File: src/eam_pkg.sv
// Constants, types and register map of the extended access mailbox
// ----------------------------------------------------------------------
// ----------------------------------------------------------------------
package eam_pkg;

  // ----------------------------------------------------------------------
  // Widths
  // ----------------------------------------------------------------------
  localparam int ADDR_W = 8;
  localparam int WORD_W = 16;
  localparam int DATA_W = 32;

  // ----------------------------------------------------------------------
  // Register byte addresses (most significant byte of each word)
  // ----------------------------------------------------------------------
  localparam logic [7:0] OFF_WR_TARGET  = 8'h02;
  localparam logic [7:0] OFF_WR_PAY_HI  = 8'h04;
  localparam logic [7:0] OFF_WR_PAY_LO  = 8'h06;
  localparam logic [7:0] OFF_WR_CTRL    = 8'h08;
  localparam logic [7:0] OFF_RD_TARGET  = 8'h0A;
  localparam logic [7:0] OFF_RD_CTRL    = 8'h0C;
  localparam logic [7:0] OFF_RD_PAY_HI  = 8'h0E;
  localparam logic [7:0] OFF_RD_PAY_LO  = 8'h10;
  localparam logic [7:0] OFF_CMD_WORD   = 8'h1E;

  // ----------------------------------------------------------------------
  // Field positions
  // ----------------------------------------------------------------------
  localparam int GO_BIT       = 15;
  localparam int FINISHED_BIT = 0;
  localparam int STATE_HI     = 15;
  localparam int STATE_LO     = 14;
  localparam int FULL_RST_BIT = 13;
  localparam int PROC_RST_BIT = 12;
  localparam int CLR_STA_BIT  = 10;
  localparam int CLR_XERR_BIT = 9;
  localparam int CLR_ERR_BIT  = 8;
  localparam int KEY_HI       = 7;
  localparam int KEY_LO       = 0;
  localparam int FUNC_LO      = 8;

  // ----------------------------------------------------------------------
  // Codes and reset values
  // ----------------------------------------------------------------------
  localparam logic [7:0]  KEY_STATE_CLEAR = 8'h46;
  localparam logic [7:0]  KEY_RESTART     = 8'hB9;
  localparam logic [1:0]  STATE_TO_IDLE   = 2'h2;
  localparam logic [1:0]  STATE_TO_RUN    = 2'h3;
  localparam logic [7:0]  FUNC_MASK       = 8'hF7;
  localparam logic [15:0] WORD_ZERO       = 16'h0000;
  localparam logic [31:0] DATA_ZERO       = 32'h00000000;
  localparam logic [7:0]  BYTE_ZERO       = 8'h00;

  // ----------------------------------------------------------------------
  // Types
  // ----------------------------------------------------------------------
  // One-cycle command pulses towards the device core
  typedef struct packed {
    logic enter_idle;
    logic enter_run;
    logic full_restart;
    logic processor_restart;
    logic clear_status_flags;
    logic clear_extended_errors;
    logic clear_errors;
  } eam_cmd_t;

  // Request towards the internal processor
  typedef struct packed {
    logic        req;
    logic [15:0] addr;
    logic [31:0] data;
  } eam_req_t;

  // Write engine states
  typedef enum logic [1:0] {
    WR_IDLE = 2'b00,
    WR_BUSY = 2'b01,
    WR_PROG = 2'b10
  } eam_wr_state_t;

  // Read engine states
  typedef enum logic [0:0] {
    RD_IDLE = 1'b0,
    RD_BUSY = 1'b1
  } eam_rd_state_t;

endpackage

File: src/eam_mailbox.sv
// Extended access mailbox: register set, write and read engines
`timescale 1ns/1ps
module eam_mailbox
  import eam_pkg::*;
(
  input  wire logic        core_clk,
  input  wire logic        resetn,
  input  wire logic [7:0]  reg_addr,
  input  wire logic        reg_wr,
  input  wire logic        reg_rd,
  input  wire logic [15:0] reg_wdata,
  output logic      [15:0] reg_rdata,
  output logic             reg_rvalid,
  output eam_req_t         proc_wr,
  input  wire logic        proc_wr_done,
  input  wire logic        proc_wr_nvm,
  input  wire logic        proc_prog_done,
  output eam_req_t         proc_rd,
  input  wire logic        proc_rd_done,
  input  wire logic [31:0] proc_rd_data,
  output eam_cmd_t         cmd_pulse
);

  // ----------------------------------------------------------------------
  // Address decode
  // ----------------------------------------------------------------------
  function automatic logic hit(input logic [7:0] a, input logic [7:0] off);
    hit = (a == off);
  endfunction

  logic wr_target_we;
  logic wr_pay_hi_we;
  logic wr_pay_lo_we;
  logic wr_ctrl_we;
  logic rd_target_we;
  logic rd_ctrl_we;
  logic rd_pay_hi_we;
  logic rd_pay_lo_we;
  logic cmd_we;

  // Word write strobes
  assign wr_target_we = reg_wr && hit(reg_addr, OFF_WR_TARGET);
  assign wr_pay_hi_we = reg_wr && hit(reg_addr, OFF_WR_PAY_HI);
  assign wr_pay_lo_we = reg_wr && hit(reg_addr, OFF_WR_PAY_LO);
  assign wr_ctrl_we   = reg_wr && hit(reg_addr, OFF_WR_CTRL);
  assign rd_target_we = reg_wr && hit(reg_addr, OFF_RD_TARGET);
  assign rd_ctrl_we   = reg_wr && hit(reg_addr, OFF_RD_CTRL);
  assign rd_pay_hi_we = reg_wr && hit(reg_addr, OFF_RD_PAY_HI);
  assign rd_pay_lo_we = reg_wr && hit(reg_addr, OFF_RD_PAY_LO);
  assign cmd_we       = reg_wr && hit(reg_addr, OFF_CMD_WORD);

  // ----------------------------------------------------------------------
  // Plain storage registers
  // ----------------------------------------------------------------------
  logic [15:0] wr_target_q;
  logic [15:0] wr_target_d;
  logic [31:0] wr_pay_q;
  logic [31:0] wr_pay_d;
  logic [15:0] rd_target_q;
  logic [15:0] rd_target_d;
  logic [7:0]  func_q;
  logic [7:0]  func_d;

  // Next values of the master-written registers
  always_comb begin
    wr_target_d = wr_target_q;
    wr_pay_d    = wr_pay_q;
    rd_target_d = rd_target_q;
    func_d      = func_q;
    if (wr_target_we) begin
      wr_target_d = reg_wdata;
    end
    if (wr_pay_hi_we) begin
      wr_pay_d[31:16] = reg_wdata;
    end
    if (wr_pay_lo_we) begin
      wr_pay_d[15:0] = reg_wdata;
    end
    if (rd_target_we) begin
      rd_target_d[15:8] = reg_wdata[15:8];
      rd_target_d[7:0]  = reg_wdata[7:0];
    end
    if (cmd_we) begin
      func_d = reg_wdata[WORD_W-1:FUNC_LO] & FUNC_MASK;
    end
  end

  // Storage flip-flops
  always_ff @(posedge core_clk or negedge resetn) begin
    if (!resetn) begin
      wr_target_q <= WORD_ZERO;
      wr_pay_q    <= DATA_ZERO;
      rd_target_q <= WORD_ZERO;
      func_q      <= BYTE_ZERO;
    end else begin
      wr_target_q <= wr_target_d;
      wr_pay_q    <= wr_pay_d;
      rd_target_q <= rd_target_d;
      func_q      <= func_d;
    end
  end

  // ----------------------------------------------------------------------
  // Write engine
  // ----------------------------------------------------------------------
  eam_wr_state_t wr_st_q;
  eam_wr_state_t wr_st_d;
  logic          wr_fin_q;
  logic          wr_fin_d;
  logic          wr_req_q;
  logic          wr_req_d;

  // Start on go, finish on completion or after programming pulses
  always_comb begin
    wr_st_d  = wr_st_q;
    wr_fin_d = wr_fin_q;
    wr_req_d = 1'b0;
    case (wr_st_q)
      WR_IDLE: begin
        if (wr_ctrl_we && reg_wdata[GO_BIT]) begin
          wr_st_d  = WR_BUSY;
          wr_fin_d = 1'b0;
          wr_req_d = 1'b1;
        end
      end
      WR_BUSY: begin
        if (proc_wr_done) begin
          if (proc_wr_nvm) begin
            wr_st_d = WR_PROG;
          end else begin
            wr_st_d  = WR_IDLE;
            wr_fin_d = 1'b1;
          end
        end
      end
      WR_PROG: begin
        if (proc_prog_done) begin
          wr_st_d  = WR_IDLE;
          wr_fin_d = 1'b1;
        end
      end
      default: begin
        wr_st_d = WR_IDLE;
      end
    endcase
  end

  // Write engine flip-flops
  always_ff @(posedge core_clk or negedge resetn) begin
    if (!resetn) begin
      wr_st_q  <= WR_IDLE;
      wr_fin_q <= 1'b0;
      wr_req_q <= 1'b0;
    end else begin
      wr_st_q  <= wr_st_d;
      wr_fin_q <= wr_fin_d;
      wr_req_q <= wr_req_d;
    end
  end

  // ----------------------------------------------------------------------
  // Read engine
  // ----------------------------------------------------------------------
  eam_rd_state_t rd_st_q;
  eam_rd_state_t rd_st_d;
  logic          rd_fin_q;
  logic          rd_fin_d;
  logic          rd_req_q;
  logic          rd_req_d;
  logic [31:0]   rd_pay_q;
  logic [31:0]   rd_pay_d;

  // Start on go, capture the fetched word on completion
  always_comb begin
    rd_st_d  = rd_st_q;
    rd_fin_d = rd_fin_q;
    rd_req_d = 1'b0;
    rd_pay_d = rd_pay_q;
    if (rd_pay_hi_we) begin
      rd_pay_d[31:16] = reg_wdata;
    end
    if (rd_pay_lo_we) begin
      rd_pay_d[15:0] = reg_wdata;
    end
    case (rd_st_q)
      RD_IDLE: begin
        if (rd_ctrl_we && reg_wdata[GO_BIT]) begin
          rd_st_d  = RD_BUSY;
          rd_fin_d = 1'b0;
          rd_req_d = 1'b1;
        end
      end
      RD_BUSY: begin
        if (proc_rd_done) begin
          rd_st_d  = RD_IDLE;
          rd_fin_d = 1'b1;
          rd_pay_d[15:0]  = proc_rd_data[15:0];
          rd_pay_d[31:16] = proc_rd_data[31:16];
        end
      end
      default: begin
        rd_st_d = RD_IDLE;
      end
    endcase
  end

  // Read engine flip-flops
  always_ff @(posedge core_clk or negedge resetn) begin
    if (!resetn) begin
      rd_st_q  <= RD_IDLE;
      rd_fin_q <= 1'b0;
      rd_req_q <= 1'b0;
      rd_pay_q <= DATA_ZERO;
    end else begin
      rd_st_q  <= rd_st_d;
      rd_fin_q <= rd_fin_d;
      rd_req_q <= rd_req_d;
      rd_pay_q <= rd_pay_d;
    end
  end

  // ----------------------------------------------------------------------
  // Register read port
  // ----------------------------------------------------------------------
  logic [15:0] rdata_q;
  logic [15:0] rdata_d;
  logic        rvalid_q;
  logic        rvalid_d;

  // Read multiplexer; go bits and unmapped words read zero
  always_comb begin
    rdata_d  = WORD_ZERO;
    rvalid_d = reg_rd;
    if (reg_rd) begin
      case (reg_addr)
        OFF_WR_TARGET: rdata_d = wr_target_q;
        OFF_WR_PAY_HI: rdata_d = wr_pay_q[31:16];
        OFF_WR_PAY_LO: rdata_d = wr_pay_q[15:0];
        OFF_WR_CTRL:   rdata_d[FINISHED_BIT] = wr_fin_q;
        OFF_RD_TARGET: rdata_d = rd_target_q;
        OFF_RD_CTRL:   rdata_d[FINISHED_BIT] = rd_fin_q;
        OFF_RD_PAY_HI: rdata_d = rd_pay_q[31:16];
        OFF_RD_PAY_LO: rdata_d = rd_pay_q[15:0];
        OFF_CMD_WORD:  rdata_d = {func_q, BYTE_ZERO};
        default:       rdata_d = WORD_ZERO;
      endcase
    end
  end

  // Read data flip-flops
  always_ff @(posedge core_clk or negedge resetn) begin
    if (!resetn) begin
      rdata_q  <= WORD_ZERO;
      rvalid_q <= 1'b0;
    end else begin
      rdata_q  <= rdata_d;
      rvalid_q <= rvalid_d;
    end
  end

  // ----------------------------------------------------------------------
  // Command word decoder
  // ----------------------------------------------------------------------
  eam_cmd_decode u_cmd_decode (
    .core_clk (core_clk),
    .resetn   (resetn),
    .wr_stb   (cmd_we),
    .wdata    (reg_wdata),
    .cmd      (cmd_pulse)
  );

  // ----------------------------------------------------------------------
  // Outputs
  // ----------------------------------------------------------------------
  assign reg_rdata     = rdata_q;
  assign reg_rvalid    = rvalid_q;
  assign proc_wr.req   = wr_req_q;
  assign proc_wr.addr  = wr_target_q;
  assign proc_wr.data  = wr_pay_q;
  assign proc_rd.req   = rd_req_q;
  assign proc_rd.addr  = rd_target_q;
  assign proc_rd.data  = DATA_ZERO;

endmodule

File: src/eam_cmd_decode.sv
// Keycode-checked decoder of the command word into command pulses
`timescale 1ns/1ps
module eam_cmd_decode
  import eam_pkg::*;
(
  input  wire logic        core_clk,
  input  wire logic        resetn,
  input  wire logic        wr_stb,
  input  wire logic [15:0] wdata,
  output eam_cmd_t         cmd
);

  eam_cmd_t   cmd_d;
  eam_cmd_t   cmd_q;
  logic [7:0] key;
  logic       key_sc;
  logic       key_rs;

  // Unlock byte comparisons
  assign key    = wdata[KEY_HI:KEY_LO];
  assign key_sc = wr_stb && (key == KEY_STATE_CLEAR);
  assign key_rs = wr_stb && (key == KEY_RESTART);

  // Pulse only for the function written together with its code
  always_comb begin
    cmd_d = '0;
    cmd_d.enter_idle = key_sc &&
      (wdata[STATE_HI:STATE_LO] == STATE_TO_IDLE);
    cmd_d.enter_run = key_sc &&
      (wdata[STATE_HI:STATE_LO] == STATE_TO_RUN);
    cmd_d.clear_status_flags    = key_sc && wdata[CLR_STA_BIT];
    cmd_d.clear_extended_errors = key_sc && wdata[CLR_XERR_BIT];
    cmd_d.clear_errors          = key_sc && wdata[CLR_ERR_BIT];
    cmd_d.full_restart          = key_rs && wdata[FULL_RST_BIT];
    cmd_d.processor_restart     = key_rs && wdata[PROC_RST_BIT];
  end

  // Pulse register
  always_ff @(posedge core_clk or negedge resetn) begin
    if (!resetn) begin
      cmd_q <= '0;
    end else begin
      cmd_q <= cmd_d;
    end
  end

  assign cmd = cmd_q;

endmodule

File: config.mk
export PLATFORM = sky130hd
export DESIGN_NAME = eam_mailbox
export DESIGN_NICKNAME = d
export VERILOG_FILES = /design/src/eam_pkg.sv /design/src/eam_mailbox.sv /design/src/eam_cmd_decode.sv
export SDC_FILE = /design/constraint.sdc
export NUM_CORES = 1
export LEC_CHECK = 0
export ABC_AREA = 1
export ABC_CLOCK_PERIOD_IN_PS = 2200
export BUFFER_PORTS_ARGS = -buffer_cell sky130_fd_sc_hd__buf_2
export CORE_UTILIZATION = 40
export CTS_CLUSTER_SIZE = 16
export DETAILED_ROUTE_END_ITERATION = 16
export HOLD_SLACK_MARGIN = 0.08
export PLACE_DENSITY = 0.69
export RECOVER_POWER = 100
export REMOVE_ABC_BUFFERS = 1
export SYNTH_ARGS = -nofsm -noshare
export SYNTH_HDL_FRONTEND = slang
export SYNTH_SLANG_ARGS = --single-unit
File: constraint.sdc
create_clock -name core_clk -period 2.2 [get_ports core_clk]
set_input_delay 0.11 -clock core_clk [delete_from_list [all_inputs] [get_ports core_clk]]
set_output_delay 0.11 -clock core_clk [all_outputs]
set_load 0.005 [all_outputs]
==> key figures, run 1 <==
STA
  – Clk_skew: about 0.006 ns
  – RSZ-0062 raised after global routing: false
  – Fin crit share: 0.953
  – Slew HR: 0.154
  – Hold Vio Cnt, Final: 0
  – Final slew viol count: 0
  – Fin crit period: around 2.1 ns
  – Max Clk Rate: 477 MHz
  – Slew @ Worst Pin: between 1 and 1.5 ns
  – Final setup vio count: 0
  – Worst setup margin: between 0.1 and 0.15 ns

CTS
  – PostCTS Resize Cnt: 0
  – CTS max path bufs: 2
  – CTS tree: done
  – Hold_buf cts: 57
  – CTS Sinks: around 130
  – CTS Root Cell: clkbuf_16
  – Number of post-CTS setup repair buffers: 0
  – Worst-Skew Late Latency: around 0.43 ns
  – CTS buffer count: 17
  – Clock Pin Slew Worst Setup and Hold Paths: 0.06 ns
  – H-tree Lvls: 4

Yosys
  – Mapped Area: ~6700 um^2
  – FF+latch count, synth: 134
  – Cell variety after synth: 32
  – Yosys warning count: 0
  – Sequential fraction of the synthesis area: 0.503
  – Mapped Avg Cell Area: ~8.2 um^2
  – Cells after Synth: between 800 and 900

Setup path
  – Most frequent CP cell: dlygate4sd3_1
  – Cell breakdown of the critical path: dlygate4sd3_1 -> buf_2 -> nor4_1 -> nand3_1 -> nor3_1 -> dlygate4sd3_1
  – Startpoint Class: input pin
  – Crit Path Class: input pin to register
  – WP data required: 2.56 ns
  – CP peak stage delay: about 0.60 ns
  – CP max FO: 3
  – Arrival @ worst endpoint: 2.45 ns
  – Crit. Startpoint: reg_wdata[5]
  – Critical Path End Type: register
  – Crit-path slowest cell: dlygate4sd3_1
  – Worst R2R Start: rd_st_q$_DFF_PN0_

Run
  – Max_cap viols: 0

Detailed routing
  – Iteration-0 DRC count of the detailed router: between 600 and 700
  – Detailed-route wire length per cell: between 15 and 20 um
  – # DRC: 0
  – Total number of vias: around 6200
  – Detailed-router iteration count before antenna repair: 5
  – Routed Antenna Nets: 0
  – Via/cell ratio: 4.95
  – WL final: 20500 um

GRT
  – Number of global-route vias before repair: between 5000 and 6000
  – Total GRT Usage: 0.246
  – Pin count of the biggest net entering global routing: 50
  – GR Overflow Total: 0
  – Initial antenna violation count: 0
  – First-pass GRT wire length: 31000 um

Power
  – Net Sw Frac: 0.252
  – Pwr dens: around 730 nW/um^2
  – Leak: ~4.3 nW
  – Combinational share of power: 0.125
  – Clock share of power: 0.427
  – VDD IR max: ~0.57 mV
  – Psw: roughly 0.0016 W
  – Flop pwr share: 0.448
  – Internal power: between 0.004 and 0.005 W

Finish
  – Post-route cell area: 8510 um^2
  – # nets final: 1094
  – Layout cells sized above 1: 0.161
  – Area Overhead vs Synth: 27.7%
  – Diode count: 0

Worst hold path
  – Start point of the worst hold path: proc_wr_done
  – Worst Hold Class: input pin to register

Place
  – IO buf count: ~150
  – Detail Placement HPWL: about 14000 um
  – Post-placement cell area: ~7600 um^2
  – GPL Wtd Cong: between 0.8 and 0.9
  – Placement Setup Slack: just under 0.6 ns

Floorplanning
  – Number of cell rows: 46
  – Die Y: about 130 um
  – Die area: between 15000 and 20000 um^2
  – Core area: roughly 16000 um^2
  – Die Width: around 130 um
  – Initial core utilization: 0.415
  – Ports: between 150 and 200

Outcome
  – Status: finished clean
sequential cells by signal, indices dropped and copies added, names as in the netlist:
signal,flops
func_q,7
rd_pay_q,32
wr_pay_q,32
u_cmd_decode.cmd,7
wr_st_q,2
rd_st_q,1
wr_req_q,1
wr_target_q,16
rd_fin_q,1
reg_rdata,16
rd_target_q,16
wr_fin_q,1
reg_rvalid,1
rd_req_q,1
metal layers:
layer / part of all wire / GRT usage / vias up
met5: 0 / 0 / -
met4: 0.015 / 0.0649 / 0
met3: 0.074 / 0.0564 / 24
met2: 0.45 / 0.382 / 287
met1: 0.47 / 0.346 / 2900
li1: - / - / 3001
cells in the mapped netlist, drive strengths merged:
cell,number,share of area
nand3,138,0.11
nor2,76,0.055
clkinv,2,0.0013
dfrtp,134,0.50
nor3,3,0.0023
a31oi,17,0.016
conb,1,0.00056
clkbuf,15,0.0084
o21ai,67,0.050
o21bai,1,0.0011
inv,58,0.033
nand2,224,0.14
a21oi,10,0.0075
nand4,1,0.00094
ha,4,0.0075
o22ai,1,0.00094
nor4,4,0.0038
buf,61,0.063
power by group through the flow:
stage / sequential [W] / clock (W) / combinational [W]
4_1_cts: 0.00279 / 0.00269 / 0.000803
3_3_place_gp: 0.00283 / 0 / 0.000670
5_1_grt: 0.00281 / 0.00280 / 0.000893
2_1_floorplan: 0.00280 / 0 / 0.000383
3_5_place_dp: 0.00282 / 0 / 0.000691
6_report: 0.00279 / 0.00266 / 0.000779
layout by cell type, fill, tap and decap left out, drive strengths merged:
cell,count
a31oi,17
clkinv,4
dlygate4sd3,57
buf,102
o21ai,67
o21bai,1
nor2,76
ha,4
conb,32
nand4,1
o22ai,1
nor3,3
nand2,224
nand3,138
a21oi,10
nor4,4
clkbuf,105
dfrtp,134
inv,58
cell type report:
type | instances | area, um^2
Clock inverter | 2 | 10.0
Fill cell | 1547 | 7550
Tap cell | 216 | 270
Inverter | 60 | 226
Clock buffer | 29 | 551
Timing Repair Buffer | 235 | 1410
Multi-Input combinational cell | 578 | 2690
Sequential cell | 134 | 3350
per-stage QoR:
step,total power (W),hold slack (ns),instances,setup TNS [ns],util
2_1_floorplan,0.00318,-0.186,772,-73.86,-
3_3_place_gp,0.00350,0.0588,1166,0,0.470
3_5_place_dp,0.00352,0.0638,1166,0,0.470
4_1_cts,0.00628,0.0894,1254,0,0.541
5_1_grt,0.00651,0.121,1254,0,0.530
6_report,0.00623,0.101,1254,0,0.530
kinds of logic after synthesis:
family,after synthesis,share of synthesized area
AO/OA/AOI/OAI,96,0.0758
adder cells (fa/ha/maj),4,0.00751
buffers and inverters,136,0.105
AND/OR/NAND/NOR,446,0.307
other,1,0.000563
flip-flops,134,0.503
critical path, delay by kind of cell:
family,cells,cell delay [ns]
buffers and inverters,3,1.29
AND/OR/NAND/NOR,3,1.06
final timing paths:
check | end | slack [ns] | depth (start not counted)
worst max register to register | rd_pay_q[21]$_DFF_PN0_ | 0.25 | 5
max in group asynchronous | wr_pay_q[16]$_DFFE_PN0P_ | 0.38 | 3
min in group asynchronous | wr_pay_q[22]$_DFFE_PN0P_ | 0.45 | 2
worst min-delay path | wr_fin_q$_DFFE_PN0P_ | 0.10 | 5
worst min register to register | rd_req_q$_DFF_PN0_ | 0.48 | 1
worst max-delay path | u_cmd_decode.cmd[6]$_DFF_PN0_ | 0.10 | 6
Power figures use the tool's default switching activity.
==> inputs of run 2 (changes only) <==
Settings changed: CORE_MARGIN from default to 4, CORE_UTILIZATION 40 to 35, PLACE_DENSITY 0.69 to 0.62.
==> run 2 against run 1 <==
Effect of this change:
- wire length rose by 6.5%
- critical path depth grew 1
- clock power is 14% higher
- largest cell class unchanged
- largest power group is now the clock network
- power is 6.2% higher
- non-clock buffer count rose by 4
- final area increased by 1.6%
- cell count is 1.8% higher
- count of clock-buffer cells in the layout fell by 9
==> key figures, run 2 (synthesized netlist as in run 1, its figures left out) <==
Outcome
  – Status: finished clean

CTS
  – CTS buffer count: 17 (unchanged)
  – Clock Pin Slew Worst Setup and Hold Paths: 0.06 ns (about the same)
  – H-tree Lvls: 4 (unchanged)
  – CTS Root Cell: clkbuf_16
  – Worst-Skew Late Latency: 0.43 ns (about the same)
  – CTS tree: done
  – CTS max path bufs: 2 (unchanged)
  – CTS Sinks: 134 (unchanged)
  – Number of post-CTS setup repair buffers: 0 (unchanged)

Setup path
  – CP peak stage delay: 1.07 ns (+0.47 ns)
  – Critical Path End Type: register
  – Startpoint Class: input pin
  – Arrival @ worst endpoint: 2.33 ns (-0.12 ns)
  – Crit Path Class: input pin to register
  – CP max FO: 16 (+13)
  – Crit-path slowest cell: nor2_1
  – WP data required: 2.53 ns (-0.03 ns)
  – Cell breakdown of the critical path: buf_2 -> inv_2 -> nand2_1 -> nor2_1 -> nand3_2 -> clkbuf_2 -> o21ai_0

Finish
  – Most frequent cells in the layout: nand2_1, nand3_1, dfrtp_1
  – Area Overhead vs Synth: 29.8%
  – Area of the multi-input gates: 2680 um^2 (-0.51%)
  – Commonest non-fill, non-tap cell in the layout: nand2_1
  – Fin cells: 1277 (+1.8%)
  – # nets final: 1098 (+0.37%)
  – Fillers: 1843 (+19%)
  – Diode count: 0 (unchanged)
  – Fin util: 0.462 (-0.0675)
  – FF/Latch Area: 3350 um^2 (unchanged)
  – Regs by FF count: rd_pay_q: 32 flops, wr_pay_q: 32 flops
  – Layout cells sized above 1: 0.171 (+0.00978)

STA
  – Hold Vio Cnt, Final: 0 (unchanged)
  – Sum Neg Setup Slack: 0 ns (unchanged)
  – Max Clk Rate: 501 MHz (+5.1%)
  – Clk_skew: 0.00885 ns (+0.00287 ns)
  – Slew @ Worst Pin: 1.37 ns (+0.102 ns)
  – Final slew viol count: 0 (unchanged)
  – RSZ-0062 raised after global routing: false
  – Slew HR: 0.0894 (-0.0649)
  – Hold slack: 0.0935 ns (-0.00700 ns)
  – Final setup vio count: 0 (unchanged)
  – Fin crit share: 0.907 (-0.0464)
  – Fin crit period: 1.99 ns (-0.102 ns)

Floorplanning
  – Ports: 186 (unchanged)
  – Number of cell rows: 50 (+8.7%)
  – Die area: 21300 um^2 (+24%)
  – Initial core utilization: 0.356 (-0.0587)
  – Die Width: 146 um (+11%)
  – Core area: 18700 um^2 (+16%)
  – Die Y: 146 um (+11%)

Run
  – Max_cap viols: 0 (unchanged)

Place
  – Detail Placement HPWL: 15000 um (+7.7%)
  – Placed Instances: 1187 (+1.8%)
  – IO buf count: 153 (unchanged)
  – GPL Wtd Cong: 0.797 (-6.1%)

GRT
  – Number of global-route vias before repair: 6078 (+6.8%)
  – Pin count of the biggest net entering global routing: 61 (+22%)
  – Initial antenna violation count: 3 (+3)
  – GR Overflow Total: 0 (unchanged)
  – Total GRT Usage: 0.205 (-0.0416)
  – First-pass GRT wire length: 34000 um (+9.7%)

Power
  – Pwr dens: 765 nW/um^2 (+4.5%)
  – VDD IR max: 0.426 mV (-25%)
  – Leak: 4.38 nW (+1.0%)

Detailed routing
  – Total number of vias: 6202 (-0.16%)
  – # DRC: 0 (unchanged)
  – WL final: 21800 um (+6.5%)
  – Detailed-router iteration count before antenna repair: 7 (+2)
  – Detailed-route wire length per cell: 17.1 um (+4.6%)
  – Via/cell ratio: 4.86 (-2.0%)
  – Routed Antenna Nets: 0 (unchanged)
  – Iteration-0 DRC count of the detailed router: 617 (-10%)

Worst hold path
  – Worst Hold Class: input pin to register
-- run 2: cell types whose count changed in the layout (fill, tap and decap cells not counted), sizes merged --
cell | previous run | this run
clkinvlp | 0 | 5
buf | 102 | 112
bufinv | 0 | 4
dlygate4sd3 | 57 | 58
clkinv | 4 | 5
clkbuf | 105 | 89
-- run 2: area by class of cell --
cell class,count,area share
timing repair buffer,239,0.170
sequential,134,0.388
clock buffer,20,0.0528
clock inverter,12,0.0204
inverter,60,0.0260
tap,234,0.0338
multi-input combinational,578,0.310
-- run 2: worst paths after layout --
check | startpoint | end | slack, ns | depth (start not counted)
setup reg to reg | rd_st_q$_DFF_PN0_ | rd_pay_q[18]$_DFF_PN0_ | 0.21 | 5
hold reg to reg | func_q[1]$_DFFE_PN0N_ | func_q[1]$_DFFE_PN0N_ | 0.48 | 2
setup / recovery | reg_addr[0] | wr_pay_q[30]$_DFFE_PN0P_ | 0.21 | 7
min in group asynchronous | resetn | rd_pay_q[11]$_DFF_PN0_ | 0.53 | 2
hold / removal | reg_wr | rd_req_q$_DFF_PN0_ | 0.09 | 3
max in group asynchronous | resetn | rd_pay_q[19]$_DFF_PN0_ | 0.50 | 3
-- run 2: what timing repair did --
action,4_1_cts,5_1_grt
hold buffers,58,0
endpoints found under the setup margin,0,0
hold endpoints to repair,110,0
gates resized for setup,0,0
-- run 2: per-stage QoR --
stage / cell area, um^2 / total power [W] / setup slack, ns
after global routing: 8650 / 0.00691 / 0.0858
after global placement: 7610 / 0.00351 / 0.606
after floorplan: 6300 / 0.00318 / -0.923
after detailed placement: 7610 / 0.00352 / 0.597
after CTS: 8830 / 0.00668 / 0.248
final: 8650 / 0.00662 / 0.205
-- run 2: per-layer routing --
layer,up-vias,share of wire,global-route usage
li1,3011,-,-
met3,28,0.079,0.0579
met5,-,0.0019,0
met4,6,0.013,0.0527
met1,2907,0.45,0.282
met2,250,0.45,0.319
-- run 2: worst max-delay path: cells and delay by family --
| family | cells | cell delay [ns] |
|---|---|---|
| buf+inv | 3 | 0.52 |
| compound gates | 1 | 0.26 |
| simple gates | 3 | 1.43 |
-- run 2: power by group --
part / switching [W] / internal, W
logic: 0.000452 / 0.000344
clock network: 0.00109 / 0.00195
registers: 0.000130 / 0.00265
total: 0.00167 / 0.00495
